### src/include/timer_pkg.sv
// Shared constants for the cascadable up/down timer pairs
`default_nettype none
package timer_pkg;
  // Sizes
  localparam int          NUM_TIMERS      = 4;
  localparam int          CNT_W           = 16;
  localparam int          CTRL_W          = 8;
  localparam int          ADDR_W          = 8;
  // Register byte offsets
  localparam logic [7:0]  OFF_CTRL_BASE   = 8'h00;  // Four control words, 0x00..0x0C
  localparam logic [7:0]  OFF_COUNT_BASE  = 8'h10;  // Four count words, 0x10..0x1C
  localparam logic [7:0]  OFF_INT_STATUS  = 8'h20;
  localparam logic [7:0]  OFF_INT_CLEAR   = 8'h24;
  localparam logic [7:0]  OFF_INT_ENABLE  = 8'h28;
  // Control word fields
  localparam int          CTRL_CONCAT_BIT = 7;      // Upper timer of a pair only
  localparam int          CTRL_DIR_BIT    = 6;      // 1 counts up, 0 counts down
  localparam int          CTRL_EN_BIT     = 5;
  localparam int          CTRL_SRC_LO     = 3;      // Two bits, 4:3
  localparam int          CTRL_PRE_LO     = 0;      // Three bits, 2:0
  // Clock source select codes
  localparam logic [1:0]  SRC_INTERNAL    = 2'h0;
  localparam logic [1:0]  SRC_PIN_RISE    = 2'h1;
  localparam logic [1:0]  SRC_PIN_FALL    = 2'h2;
  localparam logic [1:0]  SRC_PIN_BOTH    = 2'h3;
  // Pending-flag step points
  localparam logic [15:0] UP_FLAG_VALUE   = 16'hFFFE;
  localparam logic [15:0] DOWN_FLAG_VALUE = 16'h0001;
  // Reset values
  localparam logic [7:0]  CTRL_RESET      = 8'h00;
  localparam logic [15:0] COUNT_RESET     = 16'h0000;
  localparam logic [3:0]  INT_RESET       = 4'h0;
endpackage : timer_pkg
`default_nettype wire

### src/include/timer_ctl_if.sv
// Control and status bundle between the timer core and one counter
`timescale 1ns/1ps
`default_nettype none
interface timer_ctl_if;
  logic        tick;      // One-cycle count step
  logic        up;        // Direction for this step
  logic        load;      // Software write of the count
  logic [15:0] load_val;
  logic [15:0] count;
  logic        ovf;       // Pending-flag step, same cycle as tick
  modport ctl (output tick, up, load, load_val, input count, ovf);
  modport cnt (input tick, up, load, load_val, output count, ovf);
endinterface : timer_ctl_if
`default_nettype wire

### src/updown_counter.sv
// One 16-bit up/down counter with its flag-step detector
`timescale 1ns/1ps
`default_nettype none
module updown_counter
  import timer_pkg::*;
(
  input wire logic clk,
  input wire logic reset,
  timer_ctl_if.cnt bus
);
  logic [15:0] count_q;

  // Software load takes priority over a count step
  always_ff @(posedge clk or posedge reset) begin
    if (reset) begin
      count_q <= COUNT_RESET;
    end else if (bus.load) begin
      count_q <= bus.load_val;
    end else if (bus.tick) begin
      count_q <= bus.up ? count_q + 16'h0001 : count_q - 16'h0001;
    end
  end

  // Flag step: FFFE->FFFF up, 0001->0000 down; the 0000->FFFF wrap does not flag
  assign bus.ovf   = bus.tick && !bus.load &&
                     (bus.up ? (count_q == UP_FLAG_VALUE)     // [RL3]
                             : (count_q == DOWN_FLAG_VALUE)); // [RL4]
  assign bus.count = count_q;
endmodule : updown_counter
`default_nettype wire

### src/cascadable_updown_timer_pairs.sv
// Four up/down timers in two cascadable pairs behind an APB slave
`timescale 1ns/1ps
`default_nettype none
// What this block does
// (RL1) Pair one concatenated: timer one's direction bit steers timers one and two.
// (RL2) Pair two concatenated: timer three's direction bit steers timers three and four.
// (RL3) Counting up, the pending flag sets on the step FFFE to FFFF.
// (RL4) Counting down, flag sets on 0001 to 0000, never on 0000 to FFFF.
// (RL5) Concatenated, timer two steps on timer one's overflow, skipping its prescaler.
// (RL6) Timer two's prescaler is fed by the source select on control bits 4:3.
// (RL7) Control bit 7 selects prescaler output or timer one's overflow as clock.
module cascadable_updown_timer_pairs
  import timer_pkg::*;
#(
  parameter int PRE_W = 7  // Prescaler depth, divide up to 2^7 for any PRE_W in 7..16
) (
  input  wire logic        clk,
  input  wire logic        reset,
  input  wire logic [7:0]  paddr,
  input  wire logic        psel,
  input  wire logic        penable,
  input  wire logic        pwrite,
  input  wire logic [31:0] pwdata,
  output var  logic [31:0] prdata,
  output var  logic        pready,
  output var  logic        pslverr,
  input  wire logic [3:0]  ext_clk,
  output var  logic        irq
);

  if (PRE_W < 7 || PRE_W > 16) begin : g_bad_pre
    $error("PRE_W must lie in 7..16 to serve divide-by-128");
  end

  ////////////////////////////////////////////////////////////////////////////
  // Decoding helpers

  // Returns {hit, index} for a block of four aligned words at base
  function automatic logic [2:0] word_sel(input logic [7:0] a, input logic [7:0] base);
    logic hit;
    hit = (a[7:4] == base[7:4]) && (a[1:0] == 2'h0);
    return {hit, a[3:2]};
  endfunction : word_sel

  // Prescaler mask for a divide by 2^n
  function automatic logic [PRE_W-1:0] pre_mask(input logic [2:0] n);
    logic [PRE_W-1:0] m;
    m = '0;
    for (int b = 0; b < 7; b++) begin
      if (b < int'(n)) begin
        m[b] = 1'b1;
      end
    end
    return m;
  endfunction : pre_mask

  ////////////////////////////////////////////////////////////////////////////
  // Register state

  logic [7:0]  ctl_q [NUM_TIMERS];
  logic [3:0]  sts_q;
  logic [3:0]  sts_d;
  logic [3:0]  ien_q;
  logic [3:0]  ext_s1_q;
  logic [3:0]  ext_s2_q;
  logic [3:0]  ext_s3_q;
  logic [15:0] cnt_w   [NUM_TIMERS];
  logic [3:0]  ovf_w;
  logic [3:0]  tick_w;
  logic [3:0]  up_w;
  logic [3:0]  pre_tick;
  logic [3:0]  src_evt;
  logic [3:0]  load_w;
  logic [2:0]  ctl_hit;
  logic [2:0]  cnt_hit;
  logic        wr_en;

  timer_ctl_if tif [NUM_TIMERS] ();

  ////////////////////////////////////////////////////////////////////////////
  // APB slave

  // No wait state: pready rises in the first access cycle, read data ready
  always_ff @(posedge clk or posedge reset) begin
    if (reset) begin
      pready <= 1'b0;
    end else begin
      pready <= psel && !penable && !pready;
    end
  end

  assign ctl_hit = word_sel(paddr, OFF_CTRL_BASE);
  assign cnt_hit = word_sel(paddr, OFF_COUNT_BASE);
  assign wr_en   = psel && penable && pready && pwrite;

  // Read data and error captured in the setup cycle, held through access
  always_ff @(posedge clk or posedge reset) begin
    if (reset) begin
      prdata  <= 32'h0000_0000;
      pslverr <= 1'b0;
    end else if (psel && !penable) begin
      pslverr <= 1'b0;
      prdata  <= 32'h0000_0000;
      if (ctl_hit[2]) begin
        prdata <= {24'h00_0000, ctl_q[ctl_hit[1:0]]};
      end else if (cnt_hit[2]) begin
        prdata <= {16'h0000, cnt_w[cnt_hit[1:0]]};
      end else if (paddr == OFF_INT_STATUS) begin
        prdata <= {28'h000_0000, sts_q};
      end else if (paddr == OFF_INT_CLEAR) begin
        prdata <= 32'h0000_0000;  // Write-only, reads zero
      end else if (paddr == OFF_INT_ENABLE) begin
        prdata <= {28'h000_0000, ien_q};
      end else begin
        pslverr <= 1'b1;
      end
    end
  end

  // Control word writes
  always_ff @(posedge clk or posedge reset) begin
    if (reset) begin
      for (int i = 0; i < NUM_TIMERS; i++) begin
        ctl_q[i] <= CTRL_RESET;
      end
    end else if (wr_en && ctl_hit[2]) begin
      ctl_q[ctl_hit[1:0]] <= pwdata[7:0];
    end
  end

  // Interrupt enable writes
  always_ff @(posedge clk or posedge reset) begin
    if (reset) begin
      ien_q <= INT_RESET;
    end else if (wr_en && paddr == OFF_INT_ENABLE) begin
      ien_q <= pwdata[3:0];
    end
  end

  ////////////////////////////////////////////////////////////////////////////
  // Sticky pending flags and interrupt

  // A flag step in the clearing cycle survives: set wins over clear
  always_comb begin
    sts_d = sts_q;
    if (wr_en && paddr == OFF_INT_CLEAR) begin
      sts_d = sts_d & ~pwdata[3:0];
    end
    sts_d = sts_d | ovf_w;  // [RL3] [RL4]
  end

  always_ff @(posedge clk or posedge reset) begin
    if (reset) begin
      sts_q <= INT_RESET;
    end else begin
      sts_q <= sts_d;
    end
  end

  // Registered level, one cycle behind the status it reflects
  always_ff @(posedge clk or posedge reset) begin
    if (reset) begin
      irq <= 1'b0;
    end else begin
      irq <= |(sts_q & ien_q);
    end
  end

  ////////////////////////////////////////////////////////////////////////////
  // External clock pins

  // Two-flop synchroniser, the third stage only feeds the edge detect
  always_ff @(posedge clk or posedge reset) begin
    if (reset) begin
      ext_s1_q <= 4'h0;
      ext_s2_q <= 4'h0;
      ext_s3_q <= 4'h0;
    end else begin
      ext_s1_q <= ext_clk;
      ext_s2_q <= ext_s1_q;
      ext_s3_q <= ext_s2_q;
    end
  end

  ////////////////////////////////////////////////////////////////////////////
  // Per-timer clock path and counter

  for (genvar i = 0; i < NUM_TIMERS; i++) begin : g_timer
    logic [PRE_W-1:0] pre_q;
    logic [1:0]       src_sel;
    logic             rise;
    logic             fall;
    logic             is_upper;
    logic             cat;
    logic             evt;

    assign src_sel  = ctl_q[i][CTRL_SRC_LO +: 2];
    assign rise     = ext_s2_q[i] && !ext_s3_q[i];
    assign fall     = !ext_s2_q[i] && ext_s3_q[i];
    assign is_upper = (i % 2) == 1;
    assign cat      = is_upper && ctl_q[i][CTRL_CONCAT_BIT];

    // Clock-source select ahead of the prescaler
    always_comb begin
      case (src_sel)  // [RL6]
        SRC_INTERNAL: evt = 1'b1;
        SRC_PIN_RISE: evt = rise;
        SRC_PIN_FALL: evt = fall;
        default:      evt = rise || fall;
      endcase
    end

    // Local select result, so no two processes write one shared vector
    assign src_evt[i] = evt;

    // Prescaler divides the selected source by 2^n
    always_ff @(posedge clk or posedge reset) begin
      if (reset) begin
        pre_q <= '0;
      end else if (!ctl_q[i][CTRL_EN_BIT]) begin
        pre_q <= '0;
      end else if (src_evt[i]) begin
        pre_q <= pre_q + PRE_W'(1);  // [RL6]
      end
    end

    assign pre_tick[i] = ctl_q[i][CTRL_EN_BIT] && src_evt[i] &&
                         ((pre_q & pre_mask(ctl_q[i][CTRL_PRE_LO +: 3])) ==
                          pre_mask(ctl_q[i][CTRL_PRE_LO +: 3]));

    // Bit 7 picks lower overflow past the prescaler, or the prescaler output
    if (i % 2 == 1) begin : g_upper
      assign tick_w[i] = cat ? (ovf_w[i-1] && ctl_q[i][CTRL_EN_BIT])  // [RL5] [RL7]
                             : pre_tick[i];                           // [RL7]
      // Concatenated pair counts in the lower timer's direction
      assign up_w[i]   = cat ? ctl_q[i-1][CTRL_DIR_BIT]   // [RL1] [RL2]
                             : ctl_q[i][CTRL_DIR_BIT];
    end else begin : g_lower
      assign tick_w[i] = pre_tick[i];
      assign up_w[i]   = ctl_q[i][CTRL_DIR_BIT];          // [RL1] [RL2]
    end

    assign load_w[i]        = wr_en && cnt_hit[2] && (cnt_hit[1:0] == 2'(i));
    assign tif[i].tick      = tick_w[i];
    assign tif[i].up        = up_w[i];
    assign tif[i].load      = load_w[i];
    assign tif[i].load_val  = pwdata[15:0];
    assign cnt_w[i]         = tif[i].count;
    assign ovf_w[i]         = tif[i].ovf;

    updown_counter u_cnt (
      .clk   (clk),
      .reset (reset),
      .bus   (tif[i])
    );
  end
endmodule : cascadable_updown_timer_pairs
`default_nettype wire

### config.mk
export PLATFORM = sky130hd
export DESIGN_NAME = cascadable_updown_timer_pairs
export DESIGN_NICKNAME = d
export VERILOG_FILES = /design/src/include/timer_pkg.sv /design/src/include/timer_ctl_if.sv /design/src/updown_counter.sv /design/src/cascadable_updown_timer_pairs.sv
export SDC_FILE = /design/constraint.sdc
export NUM_CORES = 1
export LEC_CHECK = 0
export ABC_AREA = 1
export BUFFER_PORTS_ARGS = -buffer_cell sky130_fd_sc_hd__buf_2
export CAP_MARGIN = 40
export CORE_ASPECT_RATIO = 1.25
export CORE_MARGIN = 2
export CORE_UTILIZATION = 50
export CTS_CLUSTER_SIZE = 16
export DETAILED_ROUTE_END_ITERATION = 6
export PLACE_DENSITY = 0.72
export SYNTH_ARGS = -nofsm -noshare
export SYNTH_HDL_FRONTEND = slang
export SYNTH_SLANG_ARGS = --single-unit
### constraint.sdc
create_clock -name clk -period 4.6 [get_ports clk]
set_input_delay 0.46 -clock clk [delete_from_list [all_inputs] [get_ports clk]]
set_output_delay 0.46 -clock clk [all_outputs]
set_load 0.1 [all_outputs]
==> out/qor.log, run 1 <==
qor: min_path.hold_path.class in2reg
qor: sta.finalClockSkew 0.01082 ns
qor: floorplanning.floorplan.io_pins 84
qor: global_routing.global_route_total_overflow 0
qor: clocking.cts_resized 0
qor: cells_and_area.multiInputGateArea 6350 µm²
qor: status.result_of_the_run finished, final reports clean
qor: placed_design.place.detailed.hpwl 25.53 mm
qor: clocking.clock_path_buffers 2
qor: cells_and_area.finish.utilization 0.5546
qor: sta.timing_hold_violations_final 0
qor: clocking.tritoncts yes
qor: placed_design.place_inst 1959
qor: synth.synth_cells 1676
qor: routing.drt_drc_violations_left 0
qor: cells_and_area.antenna_diode_instance_count 0
qor: clocking.buffers_inserted_by_post_cts_timing_repair 0
qor: routing.wl 34.56 mm
qor: cells_and_area.layout.filler_cells 2165
qor: sta.total_negative_setup_slack 0 ns
qor: placed_design.place.gp.congestion 1.001
qor: synth.ys_warn_count 0
qor: global_routing.pin_count_of_the_biggest_net_entering_global_routing 164
qor: global_routing.total_routing_usage_reported_by_global_routing 0.2937
qor: floorplanning.floorplan.rows 61
qor: synth.synth_seq_area_share 0.3573
qor: setup_path.worstPathMaxFanout 16
qor: synth.synth_enable_flop_cells 0
qor: sta.fmax 0.3562 GHz
qor: floorplanning.chipHeight 172.9 µm
qor: synth.post_synth_instance_area 11410 µm²
qor: cells_and_area.proportion_of_layout_cells_with_a_drive_suffix_above_1 0.07319
qor: clocking.tritoncts_num_sinks 163
qor: floorplanning.dieArea 24060 µm²
qor: synth.yosys_most_used_dff sky130_fd_sc_hd__dfrtp_1
qor: sta.worst-slew-pin-transition 0.9597 ns
qor: synth.post_synth_and_or_nand_nor_area_fraction 0.3672
qor: synth.synth-seq-cells 163
qor: synth.synth_fa_ha_area_frac 0.03069
qor: sta.final-max-slew-violation-count 0
qor: pwr.ir_drop 0.2600 mV
qor: cells_and_area.regArea 4079 µm²
qor: clocking.worst_skew_pair.late_latency 0.43 ns
qor: floorplanning.core_region_area 22360 µm²
qor: floorplanning.initial_core_util 0.5104
qor: synth.yosysUniqueCellTypes 54
qor: routing.routed-via-count 11390
qor: cells_and_area.most_common_cell_after_layout_fill_and_taps_aside sky130_fd_sc_hd__nand2_1
qor: sta.grt_setup_unrepaired false
qor: global_routing.grt_antenna_before_repair 0
qor: sta.timing.final.crit_period 2.807 ns
qor: synth.synth-compound-area-share 0.1177
qor: setup_path.worstPathRequired 4.98 ns
qor: pwr.power_per_cell_area 288.8 nW/µm²
qor: routing.routed_via_density 5.720
qor: clocking.cts_htree_levels 4
qor: cells_and_area.final_nets 1772
qor: routing.ant_nets 0
qor: clocking.cts.clk_slew.worst_paths 0.07 ns
qor: routing.drt_pass1_iterations 6
qor: global_routing.grt_pass1_vias 10870
qor: clocking.cts-buffers-inserted 17
qor: global_routing.grt_pass1_wl 56.82 mm
qor: floorplanning.fp.dieW 139.1 µm
qor: cells_and_area.final_cells 1991
qor: sta.timing.final.crit_share 0.6102
qor: synth.synthesis.area_per_instance 6.811 µm²
qor: setup_path.critical_path.startpoint_type primary input
qor: synth.async_reset_ff_frac 1.000
qor: clocking.ctsHoldBuffers 0
qor: routing.routedWlPerCell 17.36 µm
qor: placed_design.io_buffers 51
qor: sta.final_report_setup_violation_count 0
qor: sta.maxSlewHeadroom 0.3602
qor: routing.detail_route.iter0.violations 972
qor: run.drv.max_cap_violation_count 0
qor: setup_path.critical_path_arrival 3.18 ns
qor: clocking.clk_root_buffer_cell sky130_fd_sc_hd__clkbuf_16
qor: cells_and_area.layout-area-overhead-vs-synth 8.649%
qor: synth.synth_xor_area_frac 0.03453
qor: sta.finalHoldWorstSlack 0.1277 ns
qor: synth.synth.mux.area_fraction 0.0008769
qor: setup_path.timing.critical_path.to_type register
qor: pwr.total_leakage_power 5.995 nW
qor: setup_path.timing_worst_setup_path_type in2reg
qor: cells_and_area.layout_common_cells sky130_fd_sc_hd__nand2_1, sky130_fd_sc_hd__inv_1, sky130_fd_sc_hd__dfrtp_1
qor: synth.main_combinational_cell_family_by_area_after_synthesis simple AND/OR/NAND/NOR gates
[path summary, 6_finish.rpt]
check | startpoint | end | slack [ns] | cells after the start
worst max-delay path | paddr[2] | g_timer[2].u_cnt.bus.count[15]$_DFFE_PP0P_ | 1.79 | 11
worst min-delay path | ext_clk[3] | ext_s1_q[3]$_DFF_PP0_ | 0.13 | 1
worst max register to register | ctl_q[14]$_DFFE_PP0P_ | g_timer[3].u_cnt.bus.count[6]$_DFFE_PP0P_ | 2.05 | 9
worst min register to register | ext_s1_q[3]$_DFF_PP0_ | ext_s2_q[3]$_DFF_PP0_ | 0.35 | 0
max in group asynchronous | reset | g_timer[1].u_cnt.bus.count[1]$_DFFE_PP0P_ | 3.62 | 3
min in group asynchronous | reset | g_timer[2].pre_q[2]$_DFFE_PP0P_ | 0.22 | 3
[cell families (layout without fill, tap and decap cells)]
kind of cell,Yosys count,after routing
multiplexers,1,1
adder cells (fa/ha/maj),28,28
AO/OA/AOI/OAI,225,225
other,1,16
AND/OR/NAND/NOR,963,963
flip-flops,163,163
XOR/XNOR,45,45
buffers and inverters,250,267
[cell usage after synthesis (all sizes together), types with 2 or more instances]
cell type / n / area [µm²]
xor2: 44 / 385.4
a31oi: 4 / 25.02
nand2: 594 / 2247
o221ai: 3 / 26.28
inv: 173 / 649.4
nand3b: 3 / 22.52
a22oi: 8 / 60.06
and3: 2 / 12.51
nand4: 64 / 445.4
clkinv: 4 / 15.01
clkbuf: 38 / 143.9
o22ai: 14 / 87.58
dfrtp: 163 / 4079
nand3: 131 / 703.2
or2: 8 / 50.05
o211ai: 23 / 172.7
a21oi: 24 / 131.4
buf: 35 / 234.0
nor3: 33 / 175.2
ha: 28 / 350.3
a221oi: 15 / 131.4
nor2: 125 / 515.5
o21ai: 124 / 624.4
o2111ai: 4 / 35.03
a22o: 2 / 17.52
[per-stage QoR]
stage	instance area [µm²]	setup WS (ns)	power, W
floorplan	11470	2.069	0.001939
global placement	11760	1.454	0.002055
detailed placement	11780	1.400	0.002063
CTS	12400	1.872	0.003594
global route	12400	1.574	0.003728
finish	12400	1.793	0.003581
[flip-flops by register name, indices dropped and copies added, names as in the netlist]
signal                   cells
ien_q                        4
pready                       1
ext_s3_q                     4
pslverr                      1
sts_q                        4
g_timer.pre_q               28
prdata                      16
ext_s1_q                     4
g_timer.u_cnt.bus.count     64
irq                          1
ext_s2_q                     4
ctl_q                       32
[routing by layer]
layer  wire length (µm)  GRT usage  vias up  share of wire
met5                  0          0        -              0
met4               1728     0.1423        0          0.050
met3               2710    0.05954      107          0.078
met2              16430     0.4926      480           0.48
met1              13690     0.3616     5283           0.40
li1                   -          -     5519              -
[critical path, stage by stage]
cell,delay (ns)
sky130_fd_sc_hd__buf_2,0.12
sky130_fd_sc_hd__inv_1,0.06
sky130_fd_sc_hd__nand2_1,0.34
sky130_fd_sc_hd__inv_1,0.39
sky130_fd_sc_hd__nand2_1,0.49
sky130_fd_sc_hd__inv_1,0.33
sky130_fd_sc_hd__nor2_2,0.45
sky130_fd_sc_hd__inv_1,0.17
sky130_fd_sc_hd__o21ai_0,0.23
sky130_fd_sc_hd__inv_1,0.07
sky130_fd_sc_hd__nand2_1,0.06
[power breakdown]
part | leakage [nW] | total [W] | internal (W) | switching, W
sequential | 2.15 | 0.00154 | 0.00147 | 0.0000662
combinational | 3.54 | 0.000507 | 0.000141 | 0.000366
clock | 0.304 | 0.00154 | 0.000888 | 0.000650
[layout make-up]
type | count | area share
sequential | 163 | 0.3289
clock inverter | 14 | 0.01513
timing repair buffer | 58 | 0.02613
clock buffer | 18 | 0.03541
inverter | 177 | 0.05387
tap | 283 | 0.02855
multi-input combinational | 1278 | 0.5120
No activity file was read; power rests on OpenSTA's default activity.
==> run 2, diff against run 1 <==
==> constraint.sdc (replaced) <==
create_clock -name clk -period 2.35 [get_ports clk]
set_input_delay 0.235 -clock clk [delete_from_list [all_inputs] [get_ports clk]]
set_output_delay 0.235 -clock clk [all_outputs]
set_load 0.1 [all_outputs]
==> run 2 against run 1 <==
Compared with the run above:
- clock skew rose by 0.0036 ns
- highest routed layer unchanged
- critical path type is now reg2reg
- total power is 100% higher
- critical endpoint is now g_timer[1].u_cnt.bus.count[12]$_DFFE_PP0P_
- critical path depth down 1
- routed wire length up 1.1%
- largest power group is now the clock network
- largest cell class unchanged
- combinational power rose by 110%
- first-iteration DRC count increased by 28%
==> out/qor.log, run 2 (synthesis results as in run 1) <==
qor: status.result_of_the_run finished, final reports clean [unchanged]
qor: clocking.cts.clk_slew.worst_paths 0.07 ns [about the same]
qor: clocking.clock_path_buffers 2 [unchanged]
qor: routing.drt_drc_violations_left 0 [unchanged]
qor: sta.timing.final.crit_period 2.167 ns
qor: clocking.cts-buffers-inserted 17 [unchanged]
qor: sta.maxSlewHeadroom 0.6161 [was 0.3602]
qor: sta.worst-slew-pin-transition 0.5742 ns [was 0.9597 ns]
qor: cells_and_area.layout_common_cells sky130_fd_sc_hd__nand2_1, sky130_fd_sc_hd__inv_1, sky130_fd_sc_hd__dfrtp_1 [unchanged]
qor: cells_and_area.layout.filler_cells 2154 [was 2165]
qor: setup_path.timing_worst_setup_path_type reg2reg [was in2reg]
qor: floorplanning.floorplan.io_pins 84 [unchanged]
qor: global_routing.grt_pass1_vias 10590 [was 10870]
qor: placed_design.place_inst 1990 [was 1959]
qor: routing.wl 34.95 mm [was 34.56 mm]
qor: pwr.power.share.clock 0.438 [was 0.430]
qor: floorplanning.chipHeight 172.9 µm [unchanged]
qor: routing.routedWlPerCell 17.24 µm [was 17.36 µm]
qor: setup_path.reg2reg_setup_slack 0.18 ns [was 2.05 ns]
qor: clocking.buffers_inserted_by_post_cts_timing_repair 0 [unchanged]
qor: floorplanning.dieArea 24060 µm² [unchanged]
qor: cells_and_area.proportion_of_layout_cells_with_a_drive_suffix_above_1 0.08945 [was 0.07319]
qor: global_routing.grt_antenna_before_repair 0 [unchanged]
qor: clocking.tritoncts yes [unchanged]
qor: pwr.internal-power 0.005015 W [was 0.002499 W]
qor: clocking.tritoncts_num_sinks 163 [unchanged]
qor: routing.routed-via-count 11550 [was 11390]
qor: global_routing.grt_pass1_wl 56.26 mm [was 56.82 mm]
qor: sta.grt_setup_unrepaired false [unchanged]
qor: cells_and_area.finish.utilization 0.5705 [was 0.5546]
qor: sta.total_negative_setup_slack 0 ns [unchanged]
qor: global_routing.total_routing_usage_reported_by_global_routing 0.2917 [was 0.2937]
qor: floorplanning.floorplan.rows 61 [unchanged]
qor: cells_and_area.design_area 12760 µm² [was 12400 µm²]
qor: setup_path.startpoint ext_s2_q[0]$_DFF_PP0_ [was paddr[2]]
qor: sta.final_report_setup_violation_count 0 [unchanged]
qor: cells_and_area.layout-area-overhead-vs-synth 11.77% [was 8.649%]
qor: placed_design.io_buffers 51 [unchanged]
qor: run.drv.max_cap_violation_count 0 [unchanged]
qor: global_routing.global_route_total_overflow 0 [unchanged]
qor: placed_design.place.gp.congestion 0.9541 [was 1.001]
qor: min_path.hold_path.class in2reg [unchanged]
qor: sta.timing.final.crit_share 0.9222
qor: global_routing.pin_count_of_the_biggest_net_entering_global_routing 65 [was 164]
qor: setup_path.worstPathRequired 2.68 ns [was 4.98 ns]
qor: sta.final-max-slew-violation-count 0 [unchanged]
qor: setup_path.crit_path_end g_timer[1].u_cnt.bus.count[12]$_DFFE_PP0P_ [was g_timer[2].u_cnt.bus.count[15]$_DFFE_PP0P_]
qor: routing.drt_pass1_iterations 6 [unchanged]
qor: setup_path.critical_path.startpoint_type register [was primary input]
qor: pwr.total_switching_power 0.002171 W [was 0.001082 W]
qor: setup_path.timing.rr.start ext_s2_q[0]$_DFF_PP0_ [was ctl_q[14]$_DFFE_PP0P_]
qor: clocking.cts_htree_levels 4 [unchanged]
qor: sta.fmax 0.4614 GHz
qor: placed_design.dpl_cell_area 12040 µm² [was 11780 µm²]
qor: clocking.clk_root_buffer_cell sky130_fd_sc_hd__clkbuf_16 [unchanged]
qor: cells_and_area.antenna_diode_instance_count 0 [unchanged]
qor: floorplanning.core_region_area 22360 µm² [unchanged]
qor: setup_path.critical_path_arrival 2.50 ns [was 3.18 ns]
qor: pwr.power_per_cell_area 563.2 nW/µm² [was 288.8 nW/µm²]
qor: setup_path.ff2ff_path_depth 10 [was 9]
qor: clocking.worst_skew_pair.late_latency 0.44 ns [was 0.43 ns]
qor: routing.routed_via_density 5.698 [was 5.720]
qor: floorplanning.initial_core_util 0.5104 [unchanged]
qor: min_path.hold_path.startpoint pwdata[2] [was ext_clk[3]]
qor: pwr.ir_drop 0.5503 mV [was 0.2600 mV]
qor: pwr.power.sequential.fraction 0.417 [was 0.429]
qor: placed_design.place.detailed.hpwl 26.30 mm [was 25.53 mm]
qor: cells_and_area.largest_register_ff_count 64 [unchanged]
qor: pwr.power.share.combinational 0.144 [was 0.142]
qor: sta.finalClockSkew 0.01443 ns [was 0.01082 ns]
qor: pwr.swShare 0.3022 [was 0.3023]
qor: cells_and_area.final_cells 2027 [was 1991]
qor: pwr.total_leakage_power 6.195 nW [was 5.995 nW]
qor: cells_and_area.final_nets 1808 [was 1772]
qor: routing.ant_nets 0 [unchanged]
qor: sta.timing_hold_violations_final 0 [unchanged]
qor: setup_path.timing.critical_path.to_type register [unchanged]
qor: setup_path.worstPathMaxFanout 13 [was 16]
qor: floorplanning.fp.dieW 139.1 µm [unchanged]
qor: cells_and_area.most_common_cell_after_layout_fill_and_taps_aside sky130_fd_sc_hd__nand2_1 [unchanged]
qor: routing.detail_route.iter0.violations 1248 [was 972]
qor: setup_path.critical_path.reg2reg.endpoint g_timer[1].u_cnt.bus.count[12]$_DFFE_PP0P_ [was g_timer[3].u_cnt.bus.count[6]$_DFFE_PP0P_]
## run 2: changes by cell type in the layout (fill, tap and decap cells not counted), sizes merged
cell	change
clkinv	+4
clkinvlp	-2
dlygate4sd3	+5
inv	-2
clkbuf	-1
bufinv	+1
buf	+31
## run 2: repair_timing
item | CTS | global route
endpoints found under the hold margin | 19 | 0
hold buffers | 5 | 0
endpoints found under the setup margin | 0 | 2
gates resized for setup | 0 | 1
## run 2: power groups by stage
stage	registers [W]	clock network, W	logic, W
2_1_floorplan	0.00304	0	0.000755
6_report	0.00300	0.00315	0.00104
5_1_grt	0.00301	0.00331	0.00115
4_1_cts	0.00299	0.00319	0.00103
3_5_place_dp	0.00305	0	0.00102
3_3_place_gp	0.00305	0	0.00101
## run 2: how the worst min path moves through the flow
stage	endpoint	slack, ns	cells past startpoint
CTS	g_timer[2].u_cnt.bus.count[2]$_DFFE_PP0P_	0.10	3
finish	g_timer[2].u_cnt.bus.count[2]$_DFFE_PP0P_	0.11	3
detailed placement	g_timer[2].pre_q[6]$_DFFE_PP0P_	0.29	2
global route	g_timer[2].u_cnt.bus.count[7]$_DFFE_PP0P_	0.14	3
global placement	g_timer[2].pre_q[6]$_DFFE_PP0P_	0.29	2
floorplan	ext_s1_q[0]$_DFF_PP0_	0.27	0
## run 2: area by class of cell
class	instances	area (µm²)	area share
Clock buffer	17	425.4	0.03334
Clock inverter	15	239.0	0.01873
Inverter	177	670.6	0.05256
Multi-Input combinational cell	1278	6350	0.4977
Sequential cell	163	4079	0.3197
Tap cell	283	354.1	0.02775
Timing Repair Buffer	94	640.6	0.05021
## run 2: per-stage QoR
stage	setup WS, ns	total power, W	hold slack [ns]
global route	0.05883	0.007471	0.1431
CTS	0.1182	0.007214	0.1002
detailed placement	0.1550	0.004064	0.2937
finish	0.1828	0.007186	0.1058
global placement	0.2333	0.004054	0.2919
floorplan	0.04420	0.003796	0.2664
## run 2: per-layer routing
layer  part of all wire  track usage
met3              0.077      0.03988
met1               0.41       0.3888
met5                  0            0
met4              0.053       0.1418
met2               0.46       0.4694
## run 2: critical path, cell delays in order, from the launching register on
cell	delay, ns
sky130_fd_sc_hd__dfrtp_1	0.38
sky130_fd_sc_hd__inv_1	0.06
sky130_fd_sc_hd__ha_1	0.28
sky130_fd_sc_hd__or2_1	0.26
sky130_fd_sc_hd__a21oi_4	0.19
sky130_fd_sc_hd__nand2_2	0.09
sky130_fd_sc_hd__nor2_4	0.22
sky130_fd_sc_hd__nand4_4	0.17
sky130_fd_sc_hd__buf_4	0.24
sky130_fd_sc_hd__nand4_1	0.09
sky130_fd_sc_hd__nand2_1	0.06
==> run 3, diff against run 2 <==
--- a/config.mk
+++ b/config.mk
@@ -14,6 +14,7 @@
 export CTS_CLUSTER_SIZE = 16
 export DETAILED_ROUTE_END_ITERATION = 6
 export PLACE_DENSITY = 0.72
+export SETUP_SLACK_MARGIN = 0.3
 export SYNTH_ARGS = -nofsm -noshare
 export SYNTH_HDL_FRONTEND = slang
 export SYNTH_SLANG_ARGS = --single-unit
==> run 3 against run 2 <==
Compared with the run above:
- die area unchanged
- register-to-register slack improved by 0.10 ns
- setup slack improved by 0.10 ns
- design area increased by 3.2%
- critical path type unchanged
- largest power group unchanged
==> out/qor.log, run 3 (synthesis results as in run 1) <==
qor: cells_and_area.finish.utilization 0.5888 [was 0.5705]
qor: cells_and_area.final_nets 1832 [was 1808]
qor: cells_and_area.most_common_cell_after_layout_fill_and_taps_aside sky130_fd_sc_hd__nand2_1 [unchanged]
qor: routing.routed-via-count 11810 [was 11550]
qor: pwr.power_per_cell_area 546.5 nW/µm² [was 563.2 nW/µm²]
qor: sta.total_negative_setup_slack 0 ns [unchanged]
qor: placed_design.place.detailed.hpwl 26.30 mm [unchanged]
qor: sta.finalClockSkew 0.01663 ns [was 0.01443 ns]
qor: placed_design.place_inst 1990 [unchanged]
qor: run.drv.max_cap_violation_count 0 [unchanged]
qor: cells_and_area.final_cells 2051 [was 2027]
qor: setup_path.critical_path.startpoint_type register [unchanged]
qor: routing.routedWlPerCell 17.62 µm [was 17.24 µm]
qor: floorplanning.initial_core_util 0.5104 [unchanged]
qor: floorplanning.chipHeight 172.9 µm [unchanged]
qor: sta.final-max-slew-violation-count 0 [unchanged]
qor: floorplanning.dieArea 24060 µm² [unchanged]
qor: clocking.clk_root_buffer_cell sky130_fd_sc_hd__clkbuf_16 [unchanged]
qor: routing.wl 36.14 mm [was 34.95 mm]
qor: placed_design.dpl_cell_area 12040 µm² [unchanged]
qor: pwr.total_leakage_power 6.383 nW [was 6.195 nW]
qor: setup_path.crit_buf_inv 1 [was 2]
qor: sta.timing_hold_violations_final 0 [unchanged]
qor: sta.worst-slew-pin-transition 0.5814 ns [was 0.5742 ns]
qor: setup_path.cp_common_cell sky130_fd_sc_hd__nand2_1
qor: cells_and_area.design_area 13170 µm² [was 12760 µm²]
qor: floorplanning.floorplan.io_pins 84 [unchanged]
qor: global_routing.grt_pass1_vias 10620 [was 10590]
qor: sta.maxSlewHeadroom 0.6113 [was 0.6161]
qor: routing.detail_route.iter0.violations 1355 [was 1248]
qor: floorplanning.floorplan.rows 61 [unchanged]
qor: setup_path.critical_path_arrival 2.44 ns [was 2.50 ns]
qor: routing.drt_drc_violations_left 0 [unchanged]
qor: clocking.clock_path_buffers 2 [unchanged]
qor: pwr.ir_drop 0.5526 mV [was 0.5503 mV]
qor: clocking.cts-buffers-inserted 17 [unchanged]
qor: global_routing.grt_antenna_before_repair 0 [unchanged]
qor: setup_path.crit_path_max_incr_delay 0.39 ns [was 0.38 ns]
qor: cells_and_area.largest_register_ff_count 64 [unchanged]
qor: sta.grt_setup_unrepaired true [was false]
qor: floorplanning.core_region_area 22360 µm² [unchanged]
qor: setup_path.worst_path_dominant_cell_family simple AND/OR/NAND/NOR gates [unchanged]
qor: min_path.hold_path.class in2reg [unchanged]
qor: sta.fmax 0.4836 GHz [was 0.4614 GHz]
qor: clocking.tritoncts_num_sinks 163 [unchanged]
qor: clocking.cts.clk_slew.worst_paths 0.07 ns [about the same]
qor: global_routing.global_route_total_overflow 0 [unchanged]
qor: cells_and_area.proportion_of_layout_cells_with_a_drive_suffix_above_1 0.1154 [was 0.08945]
qor: global_routing.pin_count_of_the_biggest_net_entering_global_routing 65 [unchanged]
qor: clocking.worst_skew_pair.late_latency 0.44 ns [about the same]
qor: placed_design.place.gp.congestion 0.9541 [unchanged]
qor: sta.final_report_setup_violation_count 0 [unchanged]
qor: sta.timing.final.crit_period 2.068 ns [was 2.167 ns]
qor: routing.ant_nets 0 [unchanged]
qor: global_routing.total_routing_usage_reported_by_global_routing 0.2925 [was 0.2917]
qor: cells_and_area.layout-area-overhead-vs-synth 15.36% [was 11.77%]
qor: setup_path.worstPathMaxFanout 8 [was 13]
qor: routing.routed_via_density 5.757 [was 5.698]
qor: cells_and_area.antenna_diode_instance_count 0 [unchanged]
qor: placed_design.io_buffers 51 [unchanged]
qor: setup_path.timing.critical_path.cells inv_2 > ha_4 > or2_4 > a21oi_4 > nand2_2 > nor2_4 > nand4_4 > nand3_2 > nand2_1 > nand2_1 [was inv_1 > ha_1 > or2_1 > a21oi_4 > nand2_2 > nor2_4 > nand4_4 > buf_4 > nand4_1 > nand2_1]
qor: routing.drt_pass1_iterations 5 [was 6]
qor: floorplanning.fp.dieW 139.1 µm [unchanged]
qor: clocking.tritoncts yes [unchanged]
qor: setup_path.timing_worst_setup_path_type reg2reg [unchanged]
qor: cells_and_area.layout_common_cells sky130_fd_sc_hd__nand2_1, sky130_fd_sc_hd__inv_1, sky130_fd_sc_hd__dfrtp_1 [unchanged]
qor: setup_path.worstPathRequired 2.72 ns [was 2.68 ns]
qor: global_routing.grt_pass1_wl 56.39 mm [was 56.26 mm]
qor: status.result_of_the_run finished, final reports clean [unchanged]
qor: sta.timing.final.crit_share 0.8799 [was 0.9222]
qor: clocking.cts_htree_levels 4 [unchanged]
qor: setup_path.crit_slowest_cell sky130_fd_sc_hd__dfrtp_1 [unchanged]
qor: setup_path.timing.critical_path.to_type register [unchanged]
==> run 3: changes by cell type in the layout (fill, tap and decap cells not counted), moves of 3 or more <==
cell                        delta
sky130_fd_sc_hd__buf_4        +10
sky130_fd_sc_hd__buf_6         +4
sky130_fd_sc_hd__nor2_4        +4
sky130_fd_sc_hd__clkbuf_16     +3
sky130_fd_sc_hd__inv_2         +3
sky130_fd_sc_hd__buf_12        +3
sky130_fd_sc_hd__nand2_2      +10
sky130_fd_sc_hd__nand2_1      -12
==> run 3: what timing repair did <==
item                       in CTS  in global routing
hold buffers                    5                  0
setup endpoints to repair      59                 55
gates resized for setup         6                 42
cloned                          1                  6
pin swaps                       3                 25
setup buffers                   5                 12
hold endpoints to repair       19                  0
==> run 3: routing by layer <==
layer	vias to the layer above	global-route usage	routed length [µm]	part of all wire
met3	130	0.03932	2890	0.080
li1	5624	-	-	-
met5	-	0	0	0
met4	0	0.1439	2005	0.055
met2	601	0.4696	16740	0.46
met1	5453	0.3902	14510	0.40
==> run 3: per-stage QoR <==
step	hold WS [ns]	setup WS, ns	power [W]
6_report	0.1054	0.2823	0.007195
3_5_place_dp	0.2937	0.1550	0.004064
3_3_place_gp	0.2919	0.2333	0.004054
5_1_grt	0.1431	0.2046	0.007484
4_1_cts	0.1002	0.2632	0.007216
2_1_floorplan	0.2664	0.04420	0.003796
==> run 3: area by class of cell <==
class,count,area (µm²)
Fill cell,2094,9195
Tap cell,283,354.1
Timing Repair inverter,1,7.507
Sequential cell,163,4081
Multi-Input combinational cell,1280,6475
Clock buffer,17,425.4
Timing Repair Buffer,115,910.9
Clock inverter,15,239.0
Inverter,177,674.4
==> run 3: power by group <==
group          internal [W]  switching [W]  leakage [nW]
combinational      0.000309       0.000741          3.91
clock               0.00183        0.00131         0.324
sequential          0.00288       0.000124          2.15
total               0.00502        0.00218          6.38
==> run 3: worst paths after layout <==
path                                            start                                         to  slack, ns  cells after the start
worst min register to register  ext_s1_q[3]$_DFF_PP0_                      ext_s2_q[3]$_DFF_PP0_       0.35                      0
min in group asynchronous                       reset                      ext_s2_q[3]$_DFF_PP0_       0.37                      3
worst max register to register  ext_s2_q[0]$_DFF_PP0_  g_timer[1].u_cnt.bus.count[1]$_DFFE_PP0P_       0.28                     10
max in group asynchronous                       reset                         sts_q[3]$_DFF_PP0_       1.30                      4
worst min-delay path                        pwdata[2]  g_timer[2].u_cnt.bus.count[2]$_DFFE_PP0P_       0.11                      3
worst max-delay path            ext_s2_q[0]$_DFF_PP0_  g_timer[1].u_cnt.bus.count[1]$_DFFE_PP0P_       0.28                     10
==> run 3: worst register-to-register path, stage by stage, from the launching register on <==
cell and delay, ns:
sky130_fd_sc_hd__dfrtp_1 0.39, sky130_fd_sc_hd__inv_2 0.07, sky130_fd_sc_hd__ha_4 0.20, sky130_fd_sc_hd__or2_4 0.23
sky130_fd_sc_hd__a21oi_4 0.16, sky130_fd_sc_hd__nand2_2 0.09, sky130_fd_sc_hd__nor2_4 0.21, sky130_fd_sc_hd__nand4_4 0.23
sky130_fd_sc_hd__nand3_2 0.28, sky130_fd_sc_hd__nand2_1 0.09, sky130_fd_sc_hd__nand2_1 0.06
